**src/output_volume_mode_pkg.sv**
```systemverilog
// constants and types shared by the output volume and mode register group
package output_volume_mode_pkg;
  localparam logic [7:0] ADDR_HEAD_HIGH = 8'h43;
  localparam logic [7:0] ADDR_HEAD_MID = 8'h44;
  localparam logic [7:0] ADDR_HEAD_LOW = 8'h45;
  localparam logic [7:0] ADDR_LEFT_DIRECT = 8'h46;
  localparam logic [7:0] ADDR_LEFT_CROSS = 8'h47;
  localparam logic [7:0] ADDR_RIGHT_DIRECT = 8'h48;
  localparam logic [7:0] ADDR_RIGHT_CROSS = 8'h49;
  localparam logic [7:0] ADDR_FUNC_SELECT = 8'h4D;
  localparam logic [7:0] ADDR_FRAME_CHECK = 8'h4E;
  localparam logic [7:0] ADDR_PLL_DIV = 8'h50;
  localparam logic [7:0] ADDR_PLL_FRAC_LOW = 8'h51;

  localparam logic [7:0] RST_LEFT_DIRECT = 8'h00;
  localparam logic [7:0] RST_LEFT_CROSS = 8'hFF;
  localparam logic [7:0] RST_RIGHT_DIRECT = 8'h00;
  localparam logic [7:0] RST_RIGHT_CROSS = 8'hFF;
  localparam logic [7:0] RST_FUNC_SELECT = 8'h00;
  localparam logic [7:0] RST_FRAME_CHECK = 8'h00;
  localparam logic [7:0] RST_PLL_DIV = 8'h00;
  localparam logic [7:0] RST_PLL_FRAC_LOW = 8'h00;
  localparam logic [7:0] READ_UNMAPPED = 8'h00;

  localparam int FRAME_CHECK_DISABLE_BIT = 0;
  localparam int PLL_DIV_WIDTH = 5;
  localparam int HEAD_WIDTH = 21;
  localparam int HEAD_EMPH_LSB = 0;
  localparam int HEAD_ORIGINAL_BIT = 2;

  localparam logic [7:0] ERR_NONE = 8'h00;
  localparam logic [7:0] ERR_CRC = 8'h01;

  localparam logic [1:0] EMPH_NONE = 2'h0;
  localparam logic [1:0] EMPH_50_15 = 2'h1;
  localparam logic [1:0] EMPH_RESERVED = 2'h2;
  localparam logic [1:0] EMPH_J17 = 2'h3;

  // attenuation: 1 dB per unit, codes above the last step are silent
  localparam logic [7:0] ATTEN_LAST_STEP = 8'h60;
  localparam logic [7:0] ATTEN_MAX = 8'hFF;
  // q = code * 171 >> 10 equals code / 6 for all codes up to 96
  localparam logic [7:0] DIV6_MUL = 8'hAB;
  localparam int DIV6_SHIFT = 10;
  localparam logic [2:0] DB_PER_OCTAVE = 3'h6;
  // gain 10^(-k/20) for k = 0..5, unsigned 0.16 fraction
  localparam logic [15:0] GAIN_STEP0 = 16'hFFFF;
  localparam logic [15:0] GAIN_STEP1 = 16'hE429;
  localparam logic [15:0] GAIN_STEP2 = 16'hCB59;
  localparam logic [15:0] GAIN_STEP3 = 16'hB53C;
  localparam logic [15:0] GAIN_STEP4 = 16'hA186;
  localparam logic [15:0] GAIN_STEP5 = 16'h8FF6;

  typedef enum logic [7:0] {
    FUNC_AUDIO_DECODE = 8'h00,
    FUNC_RESERVED = 8'h01,
    FUNC_ADPCM_ENCODE = 8'h02,
    FUNC_ADPCM_DECODE = 8'h03
  } func_t;

  typedef enum logic [0:0] {
    SESSION_IDLE = 1'b0,
    SESSION_RUN = 1'b1
  } session_t;
endpackage

```
**src/output_volume_mode_regs.sv**
```systemverilog
// output volume, chip mode, frame check and pll divider register group
`timescale 1ns/1ps
module output_volume_mode_regs #(
  parameter int SAMPLE_WIDTH = 16
) (
  input wire logic mclk,
  input wire logic reset,
  input wire logic soft_reset,
  input wire logic run_cmd,
  input wire logic [7:0] reg_addr,
  input wire logic reg_wr,
  input wire logic [7:0] reg_wdata,
  input wire logic reg_rd,
  output logic [7:0] reg_rdata,
  input wire logic header_load,
  input wire logic [20:0] header_in,
  input wire logic frame_done,
  input wire logic crc_mismatch,
  input wire logic [7:0] pll_fraction_44k_high,
  input wire logic sample_valid,
  input wire logic signed [SAMPLE_WIDTH-1:0] left_in,
  input wire logic signed [SAMPLE_WIDTH-1:0] right_in,
  output logic out_valid,
  output logic signed [SAMPLE_WIDTH-1:0] left_out,
  output logic signed [SAMPLE_WIDTH-1:0] right_out,
  output logic [1:0] emphasis,
  output logic original_stream,
  output logic deemph_none,
  output logic deemph_50_15,
  output logic deemph_j17,
  output logic deemph_reserved,
  output logic session_running,
  output logic [7:0] active_function,
  output logic [7:0] error_code,
  output logic frame_skip,
  output logic crc_mute,
  output logic [5:0] pll_divide_ratio,
  output logic [15:0] pll_fraction_44k
);
  localparam int PW = 2 * SAMPLE_WIDTH + 2;
  localparam logic signed [SAMPLE_WIDTH-1:0] SAT_MAX =
    {1'b0, {(SAMPLE_WIDTH-1){1'b1}}};
  localparam logic signed [SAMPLE_WIDTH-1:0] SAT_MIN =
    {1'b1, {(SAMPLE_WIDTH-1){1'b0}}};

  // register file
  logic [7:0] left_direct_level, next_left_direct_level;
  logic [7:0] left_to_right_crossfeed, next_left_to_right_crossfeed;
  logic [7:0] right_direct_level, next_right_direct_level;
  logic [7:0] right_to_left_crossfeed, next_right_to_left_crossfeed;
  logic [7:0] operating_function_select, next_operating_function_select;
  logic [7:0] frame_check_control, next_frame_check_control;
  logic [7:0] pll_divider_44k, next_pll_divider_44k;
  logic [7:0] pll_fraction_44k_low, next_pll_fraction_44k_low;
  logic [7:0] next_reg_rdata;
  logic [5:0] next_pll_divide_ratio;
  logic [15:0] next_pll_fraction_44k;
  localparam int HEAD_W = output_volume_mode_pkg::HEAD_WIDTH;
  logic [HEAD_W-1:0] head, next_head;

  always_comb begin
    next_left_direct_level = left_direct_level;
    next_left_to_right_crossfeed = left_to_right_crossfeed;
    next_right_direct_level = right_direct_level;
    next_right_to_left_crossfeed = right_to_left_crossfeed;
    next_operating_function_select = operating_function_select;
    next_frame_check_control = frame_check_control;
    next_pll_divider_44k = pll_divider_44k;
    next_pll_fraction_44k_low = pll_fraction_44k_low;
    next_head = head;
    next_reg_rdata = reg_rdata;
    if (header_load) begin
      next_head = header_in;
    end
    if (reg_wr) begin
      unique case (reg_addr)
        output_volume_mode_pkg::ADDR_LEFT_DIRECT:
          next_left_direct_level = reg_wdata;
        output_volume_mode_pkg::ADDR_LEFT_CROSS:
          next_left_to_right_crossfeed = reg_wdata;
        output_volume_mode_pkg::ADDR_RIGHT_DIRECT:
          next_right_direct_level = reg_wdata;
        output_volume_mode_pkg::ADDR_RIGHT_CROSS:
          next_right_to_left_crossfeed = reg_wdata;
        output_volume_mode_pkg::ADDR_FUNC_SELECT:
          next_operating_function_select = reg_wdata;
        output_volume_mode_pkg::ADDR_FRAME_CHECK:
          next_frame_check_control = reg_wdata;
        output_volume_mode_pkg::ADDR_PLL_DIV:
          next_pll_divider_44k = reg_wdata;
        output_volume_mode_pkg::ADDR_PLL_FRAC_LOW:
          next_pll_fraction_44k_low = reg_wdata;
        default: ;
      endcase
    end
    if (reg_rd) begin
      unique case (reg_addr)
        output_volume_mode_pkg::ADDR_HEAD_HIGH:
          next_reg_rdata = {3'h0, head[20:16]};
        output_volume_mode_pkg::ADDR_HEAD_MID: next_reg_rdata = head[15:8];
        output_volume_mode_pkg::ADDR_HEAD_LOW: next_reg_rdata = head[7:0];
        output_volume_mode_pkg::ADDR_LEFT_DIRECT:
          next_reg_rdata = left_direct_level;
        output_volume_mode_pkg::ADDR_LEFT_CROSS:
          next_reg_rdata = left_to_right_crossfeed;
        output_volume_mode_pkg::ADDR_RIGHT_DIRECT:
          next_reg_rdata = right_direct_level;
        output_volume_mode_pkg::ADDR_RIGHT_CROSS:
          next_reg_rdata = right_to_left_crossfeed;
        output_volume_mode_pkg::ADDR_FUNC_SELECT:
          next_reg_rdata = operating_function_select;
        output_volume_mode_pkg::ADDR_FRAME_CHECK:
          next_reg_rdata = frame_check_control;
        output_volume_mode_pkg::ADDR_PLL_DIV:
          next_reg_rdata = {3'h0, pll_divider_44k[4:0]};
        output_volume_mode_pkg::ADDR_PLL_FRAC_LOW:
          next_reg_rdata = pll_fraction_44k_low;
        default: next_reg_rdata = output_volume_mode_pkg::READ_UNMAPPED;
      endcase
    end
    // soft reset reloads every writable register except the mode selector
    if (soft_reset) begin
      next_left_direct_level = output_volume_mode_pkg::RST_LEFT_DIRECT;
      next_left_to_right_crossfeed = output_volume_mode_pkg::RST_LEFT_CROSS;
      next_right_direct_level = output_volume_mode_pkg::RST_RIGHT_DIRECT;
      next_right_to_left_crossfeed = output_volume_mode_pkg::RST_RIGHT_CROSS;
      next_frame_check_control = output_volume_mode_pkg::RST_FRAME_CHECK;
      next_pll_divider_44k = output_volume_mode_pkg::RST_PLL_DIV;
      next_pll_fraction_44k_low = output_volume_mode_pkg::RST_PLL_FRAC_LOW;
    end
    next_pll_divide_ratio =
      {1'b0, next_pll_divider_44k[4:0]} + 6'h01;
    next_pll_fraction_44k =
      {pll_fraction_44k_high, next_pll_fraction_44k_low};
  end

  always_ff @(posedge mclk or posedge reset) begin
    if (reset) begin
      left_direct_level <= output_volume_mode_pkg::RST_LEFT_DIRECT;
      left_to_right_crossfeed <= output_volume_mode_pkg::RST_LEFT_CROSS;
      right_direct_level <= output_volume_mode_pkg::RST_RIGHT_DIRECT;
      right_to_left_crossfeed <= output_volume_mode_pkg::RST_RIGHT_CROSS;
      operating_function_select <= output_volume_mode_pkg::RST_FUNC_SELECT;
      frame_check_control <= output_volume_mode_pkg::RST_FRAME_CHECK;
      pll_divider_44k <= output_volume_mode_pkg::RST_PLL_DIV;
      pll_fraction_44k_low <= output_volume_mode_pkg::RST_PLL_FRAC_LOW;
      head <= '0;
      reg_rdata <= output_volume_mode_pkg::READ_UNMAPPED;
      pll_divide_ratio <= 6'h01;
      pll_fraction_44k <= 16'h0000;
    end else begin
      left_direct_level <= next_left_direct_level;
      left_to_right_crossfeed <= next_left_to_right_crossfeed;
      right_direct_level <= next_right_direct_level;
      right_to_left_crossfeed <= next_right_to_left_crossfeed;
      operating_function_select <= next_operating_function_select;
      frame_check_control <= next_frame_check_control;
      pll_divider_44k <= next_pll_divider_44k;
      pll_fraction_44k_low <= next_pll_fraction_44k_low;
      head <= next_head;
      reg_rdata <= next_reg_rdata;
      pll_divide_ratio <= next_pll_divide_ratio;
      pll_fraction_44k <= next_pll_fraction_44k;
    end
  end

  // header decode
  logic [1:0] next_emphasis;
  logic next_original_stream;

  always_comb begin
    next_emphasis = next_head[output_volume_mode_pkg::HEAD_EMPH_LSB +: 2];
    next_original_stream =
      next_head[output_volume_mode_pkg::HEAD_ORIGINAL_BIT];
  end

  always_ff @(posedge mclk or posedge reset) begin
    if (reset) begin
      emphasis <= output_volume_mode_pkg::EMPH_NONE;
      original_stream <= 1'b0;
      deemph_none <= 1'b1;
      deemph_50_15 <= 1'b0;
      deemph_j17 <= 1'b0;
      deemph_reserved <= 1'b0;
    end else begin
      emphasis <= next_emphasis;
      original_stream <= next_original_stream;
      deemph_none <= next_emphasis == output_volume_mode_pkg::EMPH_NONE;
      deemph_50_15 <= next_emphasis == output_volume_mode_pkg::EMPH_50_15;
      deemph_j17 <= next_emphasis == output_volume_mode_pkg::EMPH_J17;
      deemph_reserved <=
        next_emphasis == output_volume_mode_pkg::EMPH_RESERVED;
    end
  end

  // session: mode captured once per run
  output_volume_mode_pkg::session_t session, next_session;
  logic [7:0] next_active_function;

  always_comb begin
    next_session = session;
    next_active_function = active_function;
    if (soft_reset) begin
      next_session = output_volume_mode_pkg::SESSION_IDLE;
    end else begin
      unique case (session)
        output_volume_mode_pkg::SESSION_IDLE: begin
          if (run_cmd) begin
            next_session = output_volume_mode_pkg::SESSION_RUN;
            next_active_function = operating_function_select;
          end
        end
        output_volume_mode_pkg::SESSION_RUN: ;
      endcase
    end
  end

  always_ff @(posedge mclk or posedge reset) begin
    if (reset) begin
      session <= output_volume_mode_pkg::SESSION_IDLE;
      session_running <= 1'b0;
      active_function <= output_volume_mode_pkg::FUNC_AUDIO_DECODE;
    end else begin
      session <= next_session;
      session_running <= next_session == output_volume_mode_pkg::SESSION_RUN;
      active_function <= next_active_function;
    end
  end

  // frame check
  logic check_disabled;
  logic next_frame_skip, next_crc_mute;
  logic [7:0] next_error_code;

  always_comb begin
    check_disabled =
      frame_check_control[output_volume_mode_pkg::FRAME_CHECK_DISABLE_BIT];
    next_frame_skip = 1'b0;
    next_crc_mute = crc_mute;
    next_error_code = error_code;
    if (soft_reset) begin
      next_error_code = output_volume_mode_pkg::ERR_NONE;
      next_crc_mute = 1'b0;
    end
    if (frame_done) begin
      if (crc_mismatch) begin
        next_error_code = output_volume_mode_pkg::ERR_CRC;
        if (!check_disabled) begin
          next_frame_skip = 1'b1;
          next_crc_mute = 1'b1;
        end
      end else if (!soft_reset) begin
        next_crc_mute = 1'b0;
      end
    end
  end

  always_ff @(posedge mclk or posedge reset) begin
    if (reset) begin
      frame_skip <= 1'b0;
      crc_mute <= 1'b0;
      error_code <= output_volume_mode_pkg::ERR_NONE;
    end else begin
      frame_skip <= next_frame_skip;
      crc_mute <= next_crc_mute;
      error_code <= next_error_code;
    end
  end

  // volume butterfly: gains are left, left to right, right, right to left
  logic [7:0] atten [4];
  logic [15:0] gain [4];

  always_comb begin
    atten[0] = left_direct_level;
    atten[1] = left_to_right_crossfeed;
    atten[2] = right_direct_level;
    atten[3] = right_to_left_crossfeed;
  end

  genvar gi;
  generate
    for (gi = 0; gi < 4; gi++) begin : g_gain
      level_gain u_gain (
        .mclk(mclk),
        .reset(reset),
        .atten(atten[gi]),
        .gain(gain[gi])
      );
    end
  endgenerate

  function automatic logic signed [SAMPLE_WIDTH-1:0] mix(
    input logic signed [SAMPLE_WIDTH-1:0] a,
    input logic [15:0] ga,
    input logic signed [SAMPLE_WIDTH-1:0] b,
    input logic [15:0] gb
  );
    logic signed [PW-1:0] sum;
    logic signed [PW-1:0] scaled;
    sum = PW'(a * $signed({1'b0, ga})) + PW'(b * $signed({1'b0, gb}));
    scaled = sum >>> 16;
    if (scaled > PW'(SAT_MAX)) begin
      mix = SAT_MAX;
    end else if (scaled < PW'(SAT_MIN)) begin
      mix = SAT_MIN;
    end else begin
      mix = scaled[SAMPLE_WIDTH-1:0];
    end
  endfunction

  logic next_out_valid;
  logic signed [SAMPLE_WIDTH-1:0] next_left_out, next_right_out;

  always_comb begin
    next_out_valid = sample_valid;
    next_left_out = left_out;
    next_right_out = right_out;
    if (sample_valid) begin
      if (crc_mute) begin
        next_left_out = '0;
        next_right_out = '0;
      end else begin
        next_left_out = mix(left_in, gain[0], right_in, gain[3]);
        next_right_out = mix(right_in, gain[2], left_in, gain[1]);
      end
    end
  end

  always_ff @(posedge mclk or posedge reset) begin
    if (reset) begin
      out_valid <= 1'b0;
      left_out <= '0;
      right_out <= '0;
    end else begin
      out_valid <= next_out_valid;
      left_out <= next_left_out;
      right_out <= next_right_out;
    end
  end
endmodule

```
**src/level_gain.sv**
```systemverilog
// converts an 8-bit attenuation code in dB into a linear gain
`timescale 1ns/1ps
module level_gain (
  input wire logic mclk,
  input wire logic reset,
  input wire logic [7:0] atten,
  output logic [15:0] gain
);
  logic [15:0] next_gain;
  logic [17:0] prod;
  logic [7:0] octave;
  logic [7:0] rem;
  logic [15:0] mant;

  always_comb begin
    prod = 18'(atten) * 18'(output_volume_mode_pkg::DIV6_MUL);
    octave = 8'(prod >> output_volume_mode_pkg::DIV6_SHIFT);
    rem = 8'(atten - 8'(octave * 8'(output_volume_mode_pkg::DB_PER_OCTAVE)));
    unique case (rem)
      8'h00: mant = output_volume_mode_pkg::GAIN_STEP0;
      8'h01: mant = output_volume_mode_pkg::GAIN_STEP1;
      8'h02: mant = output_volume_mode_pkg::GAIN_STEP2;
      8'h03: mant = output_volume_mode_pkg::GAIN_STEP3;
      8'h04: mant = output_volume_mode_pkg::GAIN_STEP4;
      default: mant = output_volume_mode_pkg::GAIN_STEP5;
    endcase
    // each 6 dB halves the gain
    if (atten > output_volume_mode_pkg::ATTEN_LAST_STEP) begin
      next_gain = 16'h0000;
    end else begin
      next_gain = mant >> octave;
    end
  end

  always_ff @(posedge mclk or posedge reset) begin
    if (reset) begin
      gain <= 16'h0000;
    end else begin
      gain <= next_gain;
    end
  end
endmodule

```
**config.mk**
```make
export PLATFORM = sky130hd
export DESIGN_NAME = output_volume_mode_regs
export DESIGN_NICKNAME = d
export VERILOG_FILES = /design/src/output_volume_mode_pkg.sv /design/src/output_volume_mode_regs.sv /design/src/level_gain.sv
export SDC_FILE = /design/constraint.sdc
export NUM_CORES = 2
export LEC_CHECK = 0
export ABC_AREA = 1
export BUFFER_PORTS_ARGS = -buffer_cell sky130_fd_sc_hd__buf_2
export CAP_MARGIN = 20
export CELL_PAD_IN_SITES_DETAIL_PLACEMENT = 0
export CELL_PAD_IN_SITES_GLOBAL_PLACEMENT = 2
export CORE_MARGIN = 8
export CORE_UTILIZATION = 43
export DETAILED_ROUTE_END_ITERATION = 6
export PLACE_DENSITY_LB_ADDON = 0.05
export SYNTH_ARGS = -nofsm -noshare
export SYNTH_HDL_FRONTEND = slang
export SYNTH_SLANG_ARGS = --single-unit
```
**constraint.sdc**
```tcl
create_clock -name mclk -period 12.3 [get_ports mclk]
set_clock_uncertainty 0.2 [all_clocks]
set_input_delay 2.46 -clock mclk [delete_from_list [all_inputs] [get_ports mclk]]
set_output_delay 2.46 -clock mclk [all_outputs]
set_load 0.02 [all_outputs]
```
# Word-level counts from Yosys, hierarchy flattened
# Cells that the tools add are included.
[classes]
n_addsub = 7
n_mul = 12
order_cmp = 8
n_eq_ne = 30
n_shift = 4
muxes = 51
bitwise_logic = 2
n_reduce_logical = 18
[ops]
columns = ["operator", "n"]
rows = [
  ["$pmux 15 s5", 4],
  ["$mux 8", 21],
  ["$mux 16", 10],
  ["$mul 16x17->33", 4],
  ["$eq 8x7->1 const B", 11],
  ["$pmux 8 s11", 1],
  ["$add 33x33->34", 2],
  ["$eq 8x2->1 const B", 8],
  ["$mul 8x8->16 const B", 4],
  ["$shr 16x6->16", 4],
  ["$gt 18x16->1 const B", 2],
  ["$lt 18x16->1 const B", 2],
  ["$eq 8x1->1 const B", 4],
  ["$eq 8x3->1 const B", 4],
  ["$gt 8x7->1 const B", 4],
  ["$logic_not 8->1", 4],
  ["$sub 8x8->8", 4],
  ["$mul 6x2->7 const B", 4],
  ["$mux 5", 3],
  ["$reduce_and 2->1", 6],
  ["$reduce_bool 2->1", 6],
  ["$mux 1", 11],
  ["$add 5x1->6 const B", 1],
  ["$eq 2x2->1 const B", 2],
  ["other kinds (5)", 6],
]
[word_totals]
ff_bits = 235
output_inout_bits = 89
word_cells = 163

# Logic depth before layout (Yosys ltp)
[depth]
depth_word = 7
depth_mapped = 47
depth_no_buf = 47

# Hierarchy
# A second synthesis with hierarchy kept.
[hier_totals]
cells_unflattened = 7650
area_unflattened_um2 = 57566.5
[modules_own_cells]
columns = ["module", "n_inst", "cells_per_inst", "area_per_inst_um2", "seq_area_each_um2"]
rows = [
  ["output_volume_mode_regs", 1, 5688, 44427.6, 4026.4],
  ["level_gain at g_gain[0].u_gain ...", 3, 493, 3258.1, 400.4],
  ["level_gain at g_gain[1].u_gain", 1, 483, 3364.5, 400.4],
]

# Least setup slack after synthesis
# Ideal clock, no wire load.
[synth_path]
path_type = "input to register"
from = "input left_in[1]"
to = "register right_out[0]"
t_arrival_ns = 8.739
slack_ns = 3.245
path_stages = 33
path_buffers = 2
cell_sequence = "clkbuf_1 -> nand2_1 -> fa_1 -> fa_1 -> inv_1 -> fa_1 -> inv_1 -> fa_1 -> inv_1 -> fa_1 -> fa_1 -> fa_1 -> inv_1 -> fa_1 -> inv_1 -> ha_1 -> nand2_1 -> nor2_1 -> nand4_1 -> o21ai_1 -> nand3_1 -> nand2_1 -> nand2_1 -> nand2_1 -> nand2_1 -> nand2_1 -> xnor2_1 -> inv_1 -> nand2_2 -> buf_4 -> nand2_1 -> nand2_1 -> nand2_1"
[synth_via]
elab_chain_cells = 6
[synth_lines]
columns = ["item", "line_no", "text"]
rows = [
  ["from (decl)", "output_volume_mode_regs.sv:21", "input wire logic signed [SAMPLE_WIDTH-1:0] left_in,"],
  ["$mul 16x17->33 *", "output_volume_mode_regs.sv:301", "sum = PW'(a * $signed({1'b0, ga})) + PW'(b * $signed({1'b0, gb}));"],
  ["$add 33x33->34 *", "output_volume_mode_regs.sv:301", ""],
  ["$lt 18x16->1", "output_volume_mode_regs.sv:305", "end else if (scaled < PW'(SAT_MIN)) begin"],
  ["$mux 16", "output_volume_mode_regs.sv:305", ""],
  ["$mux 16 *", "output_volume_mode_regs.sv:303", "if (scaled > PW'(SAT_MAX)) begin"],
  ["$mux 16 *", "output_volume_mode_regs.sv:320", "if (crc_mute) begin"],
  ["to (signal assigned)", "output_volume_mode_regs.sv:338", "right_out <= next_right_out;"],
  ["to (decl)", "output_volume_mode_regs.sv:25", "output logic signed [SAMPLE_WIDTH-1:0] right_out,"],
]
# Mark *: on every way between the ends. The rest lies on a longest branch, timed or not.
# A chain may end at the register's enable or synchronous reset.

# Final worst setup path
[layout_path]
from = "input left_in[1]"
to = "register right_out[8]"
# The elaborated chain is that of the path after synthesis.

==> impl_metrics.toml <==
[sta]
drv_slew = 0
fmax_ghz = 0.103
tns_ns = 0
final.setup.worst_slack_ns = 2.60
final-hold-violation-count = 0
slew_headroom = 0.285
period_needed_ns = 9.70
tightest_slew_ns = 1.07
period_share = 0.789
hold_slack_ns = 0.275
rsz0062_at_grt = "false"
setup_violations = 0

[critical_path]
cp_data_arrival_time_ns = 9.95
crit_buf_inv = 5
worstSetupStartpointType = "input pin"
path_common_cell = "nand2_1"
rrSetupSlack_ns = 3.89
cp_data_required_time_ns = 12.56
cp_top_family = "adder cells"
worstSetupEndpointType = "flip-flop"
critPathKind = "in -> reg"
cp_max_fo = 32
slowest_stage = "buf_2"
max_stage_delay_ns = 0.63

[synth]
synth_top_area_frac = 0.342
synth_ff_type = "dfrtp_1"
ys_async_sr_fraction = 1.00
synthCells = 7162
ys_seq_area_frac = 0.101
yosys_warnings = 0
synth_nets = 8882
post_synth_instance_area_um2 = 55800
syn_avg_cell_area_um2 = 7.79
yosys.cell_count.top_type = "inv_1"
yosysTopAreaCell = "fa_1"
synth_cell_types = 68
ys_top_cells_by_area = "fa_1 (34%), ha_1 (15%), inv_1 (14%), nand2_1 (12%), dfrtp_1 (9.2%)"
synth-seq-cells = 224
synth_commonest_cells = "inv_1 (2101), nand2_1 (1716), fa_1 (954)"
synth_edf_count = 0

[clocking]
clockBufferDepth = 3
insertion_delay_ns = 0.57
clkSlewWorstSetupHoldPaths_ns = 0.06
clock-root-buffer = "clkbuf_16"
cts_buffers = 25
clock_sinks = 224
postCtsResizedCells = 0
cts_tree = "yes"
cts_max_level = 1
cts_setup_buffers = 0
ctsHoldBuffers = 0

[floorplan]
ios = 176
initial_utilization = 0.432
die_h_um = 376
die_area_um2 = 142000
rows = 132
die_w_um = 376
coreArea_um2 = 129000

[final_layout]
drive_gt1_frac = 0.0654
multi_input_area_um2 = 41200
final_nets = 8876
fillers = 13300
seq_area_um2 = 5630
area_growth_syn_to_layout_pct = 6.01

[placed_design]
hpwlAfterDp_mm = 137
place_congestion = 0.880
post-place-ws_ns = 2.02
port_buffers = 175

[routing]
drt_wl_total_mm = 166
drc = 0
via_per_inst = 4.81
dr.first_iter.drc_count = 2560
num_vias = 42900
wl_per_cell_um = 18.6
drt_pass1_iterations = 7
ant_nets = 0

[outcome]
status = "finished, final reports clean"

[global_routing]
grtUsageTotal = 0.239
grt_pass1_wl_mm = 267
grt_max_degree = 107
grt_remaining_overflow = 0
first_global_vias = 46000
antenna_found_initial = 4

[flow_run]
maxCapViolCount = 0

[min_path]
worstHoldPathType = "reg -> reg"
==> cell usage in the layout, fill, tap and decap left out, types with 17 or more instances in the layout <==
master     instances
nand4_1           46
o211ai_1          17
clkbuf_16         25
inv_1           2100
nand3_1          206
nor3_1            25
nor2_1           265
nand2_2           34
a21oi_1          176
o21ai_0          106
xnor2_1           31
xor2_1            32
nand2_1         1716
ha_1             679
dfrtp_1          206
o22ai_1           19
a221oi_1          22
inv_2             17
fa_1             954
mux2_2            25
o21ai_1           22
buf_4             54
dfstp_2           18
buf_2            175
==> worst reg2reg max path, delay by kind of cell, from the launching register on <==
kind	cells	cell delay [ns]
XOR/XNOR	1	0.15
AND/OR/NAND/NOR	25	2.86
flip-flops	1	0.65
buffers and inverters	4	0.75
AO/OA/AOI/OAI	4	0.79
adder cells (fa/ha/maj)	7	2.90
==> per-layer routing <==
metal,wire [um],track usage
met2,77600,0.402
met1,77000,0.337
met4,3410,0.0426
met3,7590,0.0258
met5,12,0
==> flip-flops by register name, summed over array words and instances (netlist names), 5 cells and up <==
name and cells:
error_code 8, right_direct_level 8, g_gain.u_gain.gain 64, left_direct_level 8, pll_divide_ratio 6, reg_rdata 8
head 20, left_out 16, right_to_left_crossfeed 8, pll_divider_44k 5, active_function 8, right_out 16
left_to_right_crossfeed 8, pll_fraction_44k 9, frame_check_control 8, pll_fraction_44k_low 7, operating_function_select 8
==> cell type report <==
class,count,area share
Clock inverter,17,0.00427
Timing Repair Buffer,229,0.0216
Inverter,2122,0.135
Clock buffer,29,0.0113
Antenna cell,3,0.000127
Sequential cell,224,0.0951
Multi-Input combinational cell,4554,0.696
Tap cell,1742,0.0368
==> final timing paths <==
kind / cells after the start / from / endpoint
setup / recovery: 30 / left_in[1] / right_out[8]
hold / removal: 2 / error_code[0] / error_code[0]
min in group asynchronous: 2 / reset / g_gain[0].u_gain.gain[2]
setup reg to reg: 41 / left_to_right_crossfeed[3] / g_gain[1].u_gain.gain[5]
max in group asynchronous: 3 / reset / pll_fraction_44k[13]
hold reg to reg: 2 / error_code[0] / error_code[0]
==> stage by stage <==
| step | util | area [um^2] | std cells |
|---|---|---|---|
| 2_1_floorplan | - | 55800 | 7162 |
| 3_3_place_gp | 0.451 | 58200 | 8870 |
| 3_5_place_dp | 0.451 | 58200 | 8870 |
| 4_1_cts | 0.458 | 59200 | 8916 |
| 5_1_grt | 0.458 | 59200 | 8917 |
| 6_report | 0.458 | 59200 | 8920 |
==> cell families after synthesis <==
logic type      count (synthesis)  synth area share
mux                            26           0.00522
flops                         224             0.101
xor+xnor                       73            0.0134
fa+ha+maj                    1633             0.494
compound gates                438            0.0472
buf+inv                      2384             0.162
simple gates                 2384             0.177
Power is not shown: default switching activity piles up to over one toggle a cycle in this logic, so the estimate is an artifact.
